## src/hdl/pqs_pkg.sv

```systemverilog
// Shared constants for the power-on reset and quick sequencer ends
package pqs_pkg;
  // ****************************************
  // Clock and timing
  // ****************************************
  localparam int CLK_PS = 8000;
  localparam int POR_MIN_PS = 9500000;
  localparam int POR_CYCLES = (POR_MIN_PS + CLK_PS - 1) / CLK_PS;
  localparam int STEP_BASE_PS = 562500000;
  localparam int STEP_CYCLES_DEF = STEP_BASE_PS / CLK_PS;
  localparam int SEQ_DEPTH = 64;
  // ****************************************
  // Register offsets
  // ****************************************
  localparam logic [7:0] REG_SW_RESET = 8'h00;
  localparam logic [7:0] REG_CLOCK_CTRL = 8'h16;
  localparam logic [7:0] REG_DAC_CTRL = 8'h21;
  localparam logic [7:0] REG_DCS_CTRL = 8'h43;
  localparam logic [7:0] REG_SEQ_CTRL = 8'h6c;
  localparam logic [7:0] REG_SEQ_TARGET = 8'h6d;
  localparam logic [7:0] REG_SEQ_PAYLOAD = 8'h6e;
  localparam logic [7:0] REG_SEQ_LAUNCH = 8'h6f;
  localparam logic [7:0] REG_SEQ_STATUS = 8'h70;
  localparam logic [7:0] DUMMY_TARGET = 8'hff;
  localparam logic [7:0] HREG_COMMAND = 8'h00;
  localparam logic [7:0] HREG_STATUS = 8'h01;
  // ****************************************
  // Field positions
  // ****************************************
  localparam int SEQ_ENABLE_BIT = 8;
  localparam int LAUNCH_BIT = 8;
  localparam int ABORT_BIT = 9;
  localparam int LAST_BIT = 14;
  localparam int WIDTH_LSB = 12;
  localparam int FIELD_LSB_LSB = 8;
  localparam int WAIT_LSB = 8;
  // ****************************************
  // Command values
  // ****************************************
  localparam logic [15:0] SEQ_ENABLE_IDX0 = 16'h0100;
  localparam logic [15:0] SEQ_ENABLE_IDX17 = 16'h0111;
  localparam logic [15:0] LAUNCH_STARTUP = 16'h0100;
  localparam logic [15:0] LAUNCH_SHUTDOWN = 16'h0119;
  localparam logic [15:0] DUMMY_TARGET_WORD = 16'h00ff;
  localparam logic [15:0] ZERO_WORD = 16'h0000;
  localparam logic [15:0] DEVICE_ID = 16'h1234; // Arbitrary value
  localparam logic [1:0] OP_STARTUP = 2'h1;
  localparam logic [1:0] OP_SHUTDOWN = 2'h2;
  localparam logic [1:0] OP_FAST = 2'h3;
  // Host script step kinds
  localparam logic [1:0] K_WRITE = 2'h0;
  localparam logic [1:0] K_POLL = 2'h1;
  localparam logic [1:0] K_END = 2'h2;
endpackage

```

## src/hdl/pqs_ctrl_if.sv

```systemverilog
// Control bus between the host end and the sequencer device end
`timescale 1ns/10ps
interface pqs_ctrl_if;
  logic [7:0] addr;
  logic [15:0] wrData;
  logic wrStrobe;
  logic rdStrobe;
  logic [15:0] rdData;
  modport host (output addr, output wrData, output wrStrobe, output rdStrobe, input rdData);
  modport device (input addr, input wrData, input wrStrobe, input rdStrobe, output rdData);
endinterface

```

## src/hdl/pqs_device.sv

```systemverilog
// Sequencer device end: register bank gated by power-on reset, write sequencer
//
// How it works
// - Supply low holds all logic in reset
// - Writes during power-on reset are dropped
// - Release leaves defaults, writes then accepted
// - Reset lasts at least 9.5 us
// - 0100h at 6Ch enables, edit index zero
// - Launch register starts at low-byte index
// - 0119h launches shutdown at index 25
// - Running flag high for whole sequence
// - Default start-up takes about 300 ms
// - Default shutdown takes about 330 ms
// - Start-up configures 48 kHz playback outputs
// - Host: enable, launch at 0, unmute
// - Offset corrections kept while powered
// - Power loss or soft reset restores defaults
// - 0111h selects entry 17 for editing
// - 6Dh and 6Eh edit the selected entry
// - Dummy calibration gives start-up under 50 ms
// - Host: master clock running before start-up
// - Host: shutdown only after default start-up (host code also accepts it after fast start-up)
// - Host: gate clock only after idle
//
// Decided for this implementation: the plain strobed port.
`timescale 1ns/10ps
module pqs_device import pqs_pkg::*; #(
  parameter int STEP_CYCLES = STEP_CYCLES_DEF,
  parameter int DEPTH = SEQ_DEPTH
) (
  input wire logic clock,
  input wire logic reset_n,
  pqs_ctrl_if.device ctrl,
  input wire logic analogSupplyOk,
  input wire logic coreSupplyOk,
  output logic porActive,
  output logic seqRunning,
  output logic offsetsHeld,
  output logic regWrStrobe,
  output logic [7:0] regWrAddr,
  output logic [15:0] regWrData,
  output logic [15:0] regWrMask
);
  typedef enum logic [2:0] {
    S_IDLE = 3'b001,
    S_STEP = 3'b010,
    S_WAIT = 3'b100
  } pqs_seq_state_t;

  typedef struct packed {
    pqs_seq_state_t state;
    logic seqEnable;
    logic [7:0] editIndex;
    logic [15:0] launchWord;
    logic [7:0] stepIndex;
    logic [31:0] waitCount;
    logic lastStep;
    logic offsetsHeld;
    logic [15:0] rdData;
    logic wrStrobe;
    logic [7:0] wrAddr;
    logic [15:0] wrData;
    logic [15:0] wrMask;
  } pqs_dev_t;

  localparam pqs_dev_t DEV_RESET = '{state: S_IDLE, default: '0};

  pqs_dev_t s, next_s;
  logic [31:0] entries [DEPTH];
  logic coreReset;
  logic writeOk;
  logic softReset;
  logic [31:0] cur;
  logic [31:0] editEntry;
  logic [3:0] fieldBits;

  // ****************************************
  // Default sequence contents
  // ****************************************
  // Each entry is {target word, payload word}; steps not modelled are dummies
  function automatic logic [31:0] defaultEntry(input int idx);
    logic [15:0] tgt;
    logic [15:0] pay;
    tgt = DUMMY_TARGET_WORD;
    pay = ZERO_WORD;
    case (idx)
      17: begin
        // Offset calibration: 4-bit write, long settle
        tgt = {4'h3, 4'h0, REG_DCS_CTRL};
        pay = {8'h09, 8'h0f};
      end
      22: pay[LAST_BIT] = 1'b1;
      36: pay = {8'h09, 8'h00};
      37: pay = {8'h06, 8'h00};
      39: pay[LAST_BIT] = 1'b1;
      default: pay = ZERO_WORD;
    endcase
    return {tgt, pay};
  endfunction

  pqs_por_hold u_por (
    .clock(clock),
    .reset_n(reset_n),
    .analogSupplyOk(analogSupplyOk),
    .coreSupplyOk(coreSupplyOk),
    .porActive(porActive)
  );

  assign coreReset = !reset_n || porActive;
  assign writeOk = ctrl.wrStrobe && !porActive;
  assign softReset = writeOk && (ctrl.addr == REG_SW_RESET);
  assign editEntry = entries[s.editIndex[5:0]];
  assign cur = entries[s.stepIndex[5:0]];
  assign fieldBits = {1'b0, cur[WIDTH_LSB+16 +: 3]} + 4'h1;

  // ****************************************
  // Register file and sequencer
  // ****************************************
  always_comb begin
    next_s = s;
    next_s.wrStrobe = 1'b0;
    next_s.rdData = ZERO_WORD;
    if (ctrl.rdStrobe && !porActive) begin
      if (ctrl.addr == REG_SW_RESET) begin
        next_s.rdData = DEVICE_ID;
      end else if (ctrl.addr == REG_SEQ_CTRL) begin
        next_s.rdData = {7'h00, s.seqEnable, s.editIndex};
      end else if (ctrl.addr == REG_SEQ_TARGET) begin
        next_s.rdData = editEntry[31:16];
      end else if (ctrl.addr == REG_SEQ_PAYLOAD) begin
        next_s.rdData = editEntry[15:0];
      end else if (ctrl.addr == REG_SEQ_LAUNCH) begin
        next_s.rdData = s.launchWord;
      end else if (ctrl.addr == REG_SEQ_STATUS) begin
        next_s.rdData = {15'h0000, (s.state != S_IDLE)};
      end
    end
    case (s.state)
      S_STEP: begin
        // a dummy target issues nothing but still waits
        if (cur[23:16] != DUMMY_TARGET) begin
          next_s.wrStrobe = 1'b1;
          next_s.wrAddr = cur[23:16];
          next_s.wrMask = 16'(((17'h00001 << fieldBits) - 17'h00001)
                              << cur[FIELD_LSB_LSB+16 +: 4]);
          next_s.wrData = 16'({8'h00, cur[7:0]} << cur[FIELD_LSB_LSB+16 +: 4]);
          if (cur[23:16] == REG_DCS_CTRL && cur[7:0] != 8'h00) begin
            next_s.offsetsHeld = 1'b1;
          end
        end
        next_s.waitCount = 32'(STEP_CYCLES) << cur[WAIT_LSB +: 4];
        next_s.lastStep = cur[LAST_BIT] || (s.stepIndex == 8'(DEPTH - 1));
        next_s.state = S_WAIT;
      end
      S_WAIT: begin
        if (s.waitCount > 32'h00000001) begin
          next_s.waitCount = s.waitCount - 32'h00000001;
        end else if (s.lastStep) begin
          next_s.state = S_IDLE;
        end else begin
          next_s.stepIndex = s.stepIndex + 8'h01;
          next_s.state = S_STEP;
        end
      end
      default: next_s.state = S_IDLE;
    endcase
    if (writeOk) begin
      if (ctrl.addr == REG_SEQ_CTRL) begin
        next_s.seqEnable = ctrl.wrData[SEQ_ENABLE_BIT];
        next_s.editIndex = ctrl.wrData[7:0];
        if (!ctrl.wrData[SEQ_ENABLE_BIT]) begin
          next_s.state = S_IDLE;
        end
      end else if (ctrl.addr == REG_SEQ_LAUNCH) begin
        next_s.launchWord = ctrl.wrData;
        if (ctrl.wrData[ABORT_BIT]) begin
          next_s.state = S_IDLE;
        end else if (ctrl.wrData[LAUNCH_BIT] && s.seqEnable
                     && ctrl.wrData[7:0] < 8'(DEPTH)) begin
          next_s.stepIndex = ctrl.wrData[7:0];
          next_s.state = S_STEP;
        end
      end
    end
    if (softReset) begin
      next_s = DEV_RESET;
    end
  end

  always_ff @(posedge clock) begin
    if (coreReset) begin
      s <= DEV_RESET;
    end else begin
      s <= next_s;
    end
  end

  // Entry store: restored whole on power-on or soft reset
  always_ff @(posedge clock) begin
    if (coreReset || softReset) begin
      for (int i = 0; i < DEPTH; i++) begin
        entries[i] <= defaultEntry(i);
      end
    end else if (writeOk && ctrl.addr == REG_SEQ_TARGET) begin
      entries[s.editIndex[5:0]][31:16] <= ctrl.wrData;
    end else if (writeOk && ctrl.addr == REG_SEQ_PAYLOAD) begin
      entries[s.editIndex[5:0]][15:0] <= ctrl.wrData;
    end
  end

  assign ctrl.rdData = s.rdData;
  assign seqRunning = (s.state != S_IDLE);
  assign offsetsHeld = s.offsetsHeld;
  assign regWrStrobe = s.wrStrobe;
  assign regWrAddr = s.wrAddr;
  assign regWrData = s.wrData;
  assign regWrMask = s.wrMask;
endmodule // pqs_device

```

## src/hdl/pqs_por_hold.sv

```systemverilog
// Power-on reset hold: supply monitors synchronised, minimum hold counted
`timescale 1ns/10ps
module pqs_por_hold import pqs_pkg::*; (
  input wire logic clock,
  input wire logic reset_n,
  input wire logic analogSupplyOk,
  input wire logic coreSupplyOk,
  output logic porActive
);
  typedef struct packed {
    logic [1:0] syncA;
    logic [1:0] syncB;
    logic [11:0] holdCount;
    logic active;
  } pqs_por_t;
  pqs_por_t s, next_s;

  always_comb begin
    next_s = s;
    next_s.syncA = {s.syncA[0], analogSupplyOk};
    next_s.syncB = {s.syncB[0], coreSupplyOk};
    if (!(s.syncA[1] && s.syncB[1])) begin
      // Either supply low restarts the full hold
      next_s.holdCount = '0;
      next_s.active = 1'b1;
    end else if (s.holdCount < 12'(POR_CYCLES)) begin
      next_s.holdCount = s.holdCount + 12'h001;
    end else begin
      next_s.active = 1'b0;
    end
  end

  always_ff @(posedge clock) begin
    if (!reset_n) begin
      s <= '{syncA: 2'h0, syncB: 2'h0, holdCount: 12'h000, active: 1'b1};
    end else begin
      s <= next_s;
    end
  end

  assign porActive = s.active;
endmodule // pqs_por_hold

```

## src/flat_wrapper.sv

```systemverilog
// flat-port wrapper written by rule: the top's interface ports become plain ports
module pqs_device_flat import pqs_pkg::*;
#(
  parameter int STEP_CYCLES = STEP_CYCLES_DEF,
  parameter int DEPTH = SEQ_DEPTH
)
  (clock, reset_n, analogSupplyOk, coreSupplyOk, porActive, seqRunning, offsetsHeld, regWrStrobe, regWrAddr, regWrData, regWrMask, ctrl_addr, ctrl_wrData, ctrl_wrStrobe, ctrl_rdStrobe, ctrl_rdData);
  pqs_ctrl_if ctrl_i ();
  input wire logic clock;
  input wire logic reset_n;
  input wire logic analogSupplyOk;
  input wire logic coreSupplyOk;
  output logic porActive;
  output logic seqRunning;
  output logic offsetsHeld;
  output logic regWrStrobe;
  output logic [7:0] regWrAddr;
  output logic [15:0] regWrData;
  output logic [15:0] regWrMask;
  input wire logic [$bits(ctrl_i.addr)-1:0] ctrl_addr;
  input wire logic [$bits(ctrl_i.wrData)-1:0] ctrl_wrData;
  input wire logic [$bits(ctrl_i.wrStrobe)-1:0] ctrl_wrStrobe;
  input wire logic [$bits(ctrl_i.rdStrobe)-1:0] ctrl_rdStrobe;
  output wire logic [$bits(ctrl_i.rdData)-1:0] ctrl_rdData;
  assign ctrl_i.addr = ctrl_addr;
  assign ctrl_i.wrData = ctrl_wrData;
  assign ctrl_i.wrStrobe = ctrl_wrStrobe;
  assign ctrl_i.rdStrobe = ctrl_rdStrobe;
  assign ctrl_rdData = ctrl_i.rdData;
  pqs_device #(.STEP_CYCLES(STEP_CYCLES), .DEPTH(DEPTH)) u_core (.clock(clock), .reset_n(reset_n), .ctrl(ctrl_i), .analogSupplyOk(analogSupplyOk), .coreSupplyOk(coreSupplyOk), .porActive(porActive), .seqRunning(seqRunning), .offsetsHeld(offsetsHeld), .regWrStrobe(regWrStrobe), .regWrAddr(regWrAddr), .regWrData(regWrData), .regWrMask(regWrMask));
endmodule
```

## config.mk

```make
export PLATFORM = sky130hd
export DESIGN_NAME = pqs_device_flat
export DESIGN_NICKNAME = d
export VERILOG_FILES = /design/src/hdl/pqs_pkg.sv /design/src/hdl/pqs_ctrl_if.sv /design/src/hdl/pqs_device.sv /design/src/hdl/pqs_por_hold.sv /design/src/flat_wrapper.sv
export SDC_FILE = /design/constraint.sdc
export NUM_CORES = 2
export LEC_CHECK = 0
export ABC_AREA = 1
export ABC_CLOCK_PERIOD_IN_PS = 4300
export BUFFER_PORTS_ARGS = -buffer_cell sky130_fd_sc_hd__buf_2
export CAP_MARGIN = 40
export CELL_PAD_IN_SITES_DETAIL_PLACEMENT = 1
export CELL_PAD_IN_SITES_GLOBAL_PLACEMENT = 2
export CORE_ASPECT_RATIO = 1.75
export CORE_MARGIN = 2
export CORE_UTILIZATION = 40
export DETAILED_ROUTE_END_ITERATION = 7
export PLACE_DENSITY = 0.87
export RECOVER_POWER = 25
export SLEW_MARGIN = 0
export SYNTH_ARGS = -nofsm -noshare
export SYNTH_HDL_FRONTEND = slang
export SYNTH_SLANG_ARGS = --single-unit
```

## constraint.sdc

```tcl
create_clock -name clock -period 4.3 [get_ports clock]
set_clock_uncertainty 0.05 [all_clocks]
set_input_delay 0.43 -clock clock [delete_from_list [all_inputs] [get_ports clock]]
set_output_delay 0.43 -clock clock [all_outputs]
set_load 0.03 [all_outputs]
```

# Word-level counts from Yosys, hierarchy flattened
# Memories as Yosys holds them, arrays and structs flattened. A register that Yosys moved wholly into a read port is not among the register bits.
# Index checks and enable logic that the tools add are counted.
[word_totals]
ramBits = 2048
n_memories = 1
regBits = 144
inputBits = 30
out_inout_bits = 60
elab_cells = 124
[op_classes]
eq_ne = 12
bitwise = 3
reduce_logical = 29
n_shift = 4
n_addsub = 5
magnitude_cmp = 3
n_mux = 48
[memory_table]
columns = ["name", "depth", "word_bits", "rd", "rd_clocked_by_memory_dff", "wr", "line", "rtl"]
rows = [
  ["u_core.entries", 64, 32, 2, 2, 64, "pqs_device.sv:69", "logic [31:0] entries [DEPTH];"],
]
[ops]
columns = ["operator", "n"]
rows = [
  ["$mux W16", 8],
  ["$mux W32", 2],
  ["$pmux W32 S2", 1],
  ["$eq A8 B7 Y1 const B", 6],
  ["$mux W24", 2],
  ["$mux W41", 1],
  ["$mux W8", 5],
  ["$mux W36", 1],
  ["$gt A32 B1 Y1 const B", 1],
  ["$reduce_or A32 Y1", 1],
  ["$shl A17 B4 Y32 const A", 1],
  ["$sub A32 B1 Y32 const B", 1],
  ["$mux W13", 2],
  ["$mux W6", 4],
  ["$mux W3", 6],
  ["$shl A1 B4 Y17 const A", 1],
  ["$shl A17 B4 Y16", 1],
  ["$sub A17 B1 Y17 const B", 1],
  ["$shl A8 B4 Y16", 1],
  ["$mux W15", 1],
  ["$add A12 B1 Y12 const B", 1],
  ["$lt A12 B11 Y1 const B", 1],
  ["$mux W1", 11],
  ["$logic_and A1 B1 Y1", 9],
  ["24 further kinds", 35],
]

# Longest topological paths before layout
[depth]
ltp_word = 10
mapped_depth = 30
ltp_nobuf = 29

# Cells and area by module
# Synthesis repeated with hierarchy kept, for this count alone.
[hier_totals]
cells_unflattened = 13491
hier_area_um2 = 115320.6
[by_module_without_submodules]
columns = ["mod", "instances", "seq_area_each_um2", "cells_each", "area_per_inst_um2"]
rows = [
  ["pqs_device", 1, 64161.5, 13360, 114428.5],
  ["pqs_por_hold", 1, 340.3, 131, 892.1],
]

# Worst setup path before layout
# No wires, ideal clock.
[synth_timing]
path_type = "reg-to-reg"
startpoint = "reg, netlist name u_core.s[93]"
endpoint = "reg u_core.s[80] in the netlist's numbering"
path_stages_with_launch = 21
path_buffers = 6
period_less_slack_ns = 3.432
setup_ns = 0.116
required_time_ns = 4.134
arrival_ns = 3.265
slack_ns = 0.868
path_cell_list = "dfxtp_1 > buf_2 > clkinv_1 > buf_2 > buf_2 > buf_2 > buf_2 > buf_1 > o221ai_1 > nand3_1 > nand3_1 > a22o_1 > a31oi_1 > inv_1 > ha_1 > nor2_1 > o21ai_0 > nand2_1 > nand3b_1 > o211ai_1 > inv_1"
[synth_lines]
columns = ["item", "line", "rtl"]
rows = [
  ["end signal, assigned", "pqs_device.sv:194", "s <= next_s;"],
  ["end, declared", "pqs_device.sv:68", "pqs_dev_t s, next_s;"],
]

==> metrics.txt <==
main flop type after synthesis=edfxtp_1; CP max stage delay=approximately 0.64 ns; status=finished with violations; Worst Hold Depth=3; Yosys warning total=0; drt wl/cell=33.2 um; H-tree depth=4; vias in the first global route=113581; antenna violations before repair=26; post-synthesis cell type count=60; antenna-violating nets left=0; final slew viol count=45; Via density=6.45; max frequency=224 MHz; Min Hold Slack=0.0553 ns; Buf+Inv Stages, Crit Path=4; Worst IR Drop VDD=0.383 mV; die height=714 um; multi-input logic area=43700 sq um; delay-heaviest family, CP=compound AO/OA/AOI/OAI gates; CTS tree=done; Rel. slew slack=-25.8%; layout cells sized above 1=a little under a tenth; io pins=90; sequential share of the synthesized area=between 50% and 60%; mapped cell area=115000 sq um; Post-Synthesis Cells=13361; leakage=49.9 nW; most common cell after layout, fill and taps aside=nor2_1; PortBufs=89; drt total wl=573 mm; core area=~290000 sq um; FF+latch count, synth=2198; fill cell count=between 30000 and 40000; root buffer selected by CTS=clkbuf_16; Max Cap Viol=2; synthesized net count=13403; drt pass-1 iters=7; Tmin final=about 4.5 ns; Starting Density=40.2%; DR vias=around 110k; Worst path depth=14; Num CTS Buffers=between 200 and 250; area growth from synthesis to layout=12.8%; FFs w/ async S/R, synth=0%; Mapped Avg Cell Area=8.61 sq um; initial DRC count=12800; Startpoint Class=flop; period utilisation layout=104%; synth top area cells=edfxtp_1 (53%), nor2_1 (12%), o21ai_0 (9.3%); share of Yosys cell area claimed by the top area cell type=53.4%; failing checks=max-capacitance violations, max-slew violations, negative setup slack; clock tree buffer depth=4; PnR worst setup slack=-0.167 ns; CP max FO=50; Worst path slowest cell=dfxtp_4; EDFF count, synth=approximately 2000; global-route wire length before repair=808 mm; HP Class=input port to flop; die width=410 um; Worst-path clk slew=0.07 ns; remaining routing DRC violations=0; commonest cells after routing, fill and taps aside=nor2_1 (3654), o21ai_0 (2139), edfxtp_1 (2048); Site Rows=260; largest net degree at the start of global routing=130; Detail Placement HPWL=388 mm; setup tns final=-0.702 ns; total gr overflow=0; clock latency on the worst-skew pair=0.96 ns; Worst Reg-to-Reg Cells=14; gr usage total=38.0%; CP dominant cell by count=o21ai_0; CTS Sinks=2198; Nets=approximately 13000; CP arrival=5.18 ns; register area=64500 sq um; CP Capture Type=flop; Critical Path RT=5.01 ns; Die Area=292000 sq um; top cell type by total area after synthesis=edfxtp_1; endpoints failing setup=16; GP Congestion=0.997; Worst Tran Pin Value=approximately 1.9 ns; critical path, cell by cell=buf_12, buf_4, buf_4, o21ai_0, nor2_1, a21oi_1, a21oi_1, o21ai_0, o21ai_0, buf_4, o21ai_0, o22ai_1, nand2_1, a41oi_1; Final Hold Viols=0; PwrDens=336 nW/um^2; Crit Path Category=flop to flop
repair_timing:
action,CTS,global route
hold endpoints to repair,95,0
gates resized for setup,0,37
setup endpoints to repair,0,38
hold buffers,13,0
buffers inserted,0,2
Yosys cell counts, types with 5 or more instances:
master and n:
nor2_1 3662, o21ai_0 2141, edfxtp_1 2048, nand2_1 1714, clkbuf_1 866, o22ai_1 614, nand3_1 453, inv_1 356
a21oi_1 329, o221ai_1 226, buf_2 153, dfxtp_1 150, buf_4 129, o211ai_1 100, nor3_1 55, buf_1 49
nand4_1 43, buf_6 40, a31oi_1 26, a22oi_1 20, o21ai_1 19, clkinv_1 13, nor4_1 13, ha_1 12
inv_2 11, o32ai_1 10, a221oi_1 8, o31ai_1 8, or2_2 7, a32o_1 6, nand2_2 6, nor2_2 6
o21a_1 6, a32oi_1 5, o311ai_0 5, xor2_1 5
state kept, by name, indices dropped and copies added (netlist names), 2 cells and up, named ones only:
register / cells
u_core.s: 69
u_core.regWrData: 16
u_core.u_por.next_s: 2
u_core.entries: 2048
u_core.regWrAddr: 8
u_core.u_por.s: 14
u_core.regWrMask: 16
u_core.ctrl.rdData: 16
metrics by stage:
| stage | cells | utilization [%] | power (mW) | worst slack [ns] | instance area, sq um |
|---|---|---|---|---|---|
| detailed placement | 16833 | 42.8 | 24.1 | 0.0502 | 123000 |
| global placement | 16820 | 42.8 | 24.1 | 0.00921 | 122000 |
| finish | 17266 | 45.4 | 43.7 | -0.167 | 130000 |
| global route | 17256 | 45.4 | 44.4 | -0.0145 | 130000 |
| floorplan | 13361 | - | 23.7 | 0.868 | 115000 |
| CTS | 17243 | 45.4 | 43.7 | 0.0425 | 130000 |
final timing paths:
path,slack (ns),startpoint,endpoint
setup / recovery,-0.17,flop,u_core.ctrl.rdData[9]
hold / removal,0.06,ctrl_wrData[5],u_core.entries[39][21]
setup reg to reg,-0.17,flop,u_core.ctrl.rdData[9]
hold reg to reg,0.37,u_core.u_por.next_s[16],u_core.u_por.s[16]
per-layer routing:
metal / part of all wire (%) / track usage, %
met3: 7.9 / 6.95
met4: 12 / 38.9
met5: 0.017 / 0
met1: 32 / 39.7
met2: 47 / 62.7
layout make-up:
cell class	instances	share of cell area, %
Clock buffer	259	4.49
Tap cell	3799	3.66
Multi-Input combinational cell	9545	33.6
Timing Repair Buffer	936	6.28
Antenna cell	11	0.0212
Clock inverter	138	1.01
Sequential cell	2198	49.7
Inverter	380	1.21
power by group:
part           leakage [nW]  switching, mW  internal, mW
clock                  3.50           9.06          11.0
combinational          22.2          0.577        0.0727
sequential             24.2       0.000426          23.0
total                  49.9           9.64          34.0
kinds of logic after synthesis:
family / count (synthesis) / synth area share, %
flops: 2198 / 56.0
xor+xnor: 7 / 0.0533
compound gates: 3551 / 17.4
mux: 1 / 0.00870
simple gates: 5974 / 20.3
fa+ha+maj: 12 / 0.130
buf+inv: 1618 / 6.13
tightest hold or removal path: stages:
cell     delay, ns
buf_2         0.12
inv_6         0.17
nand2_1       0.16
Note: power is estimated with default switching activity, not from simulation.
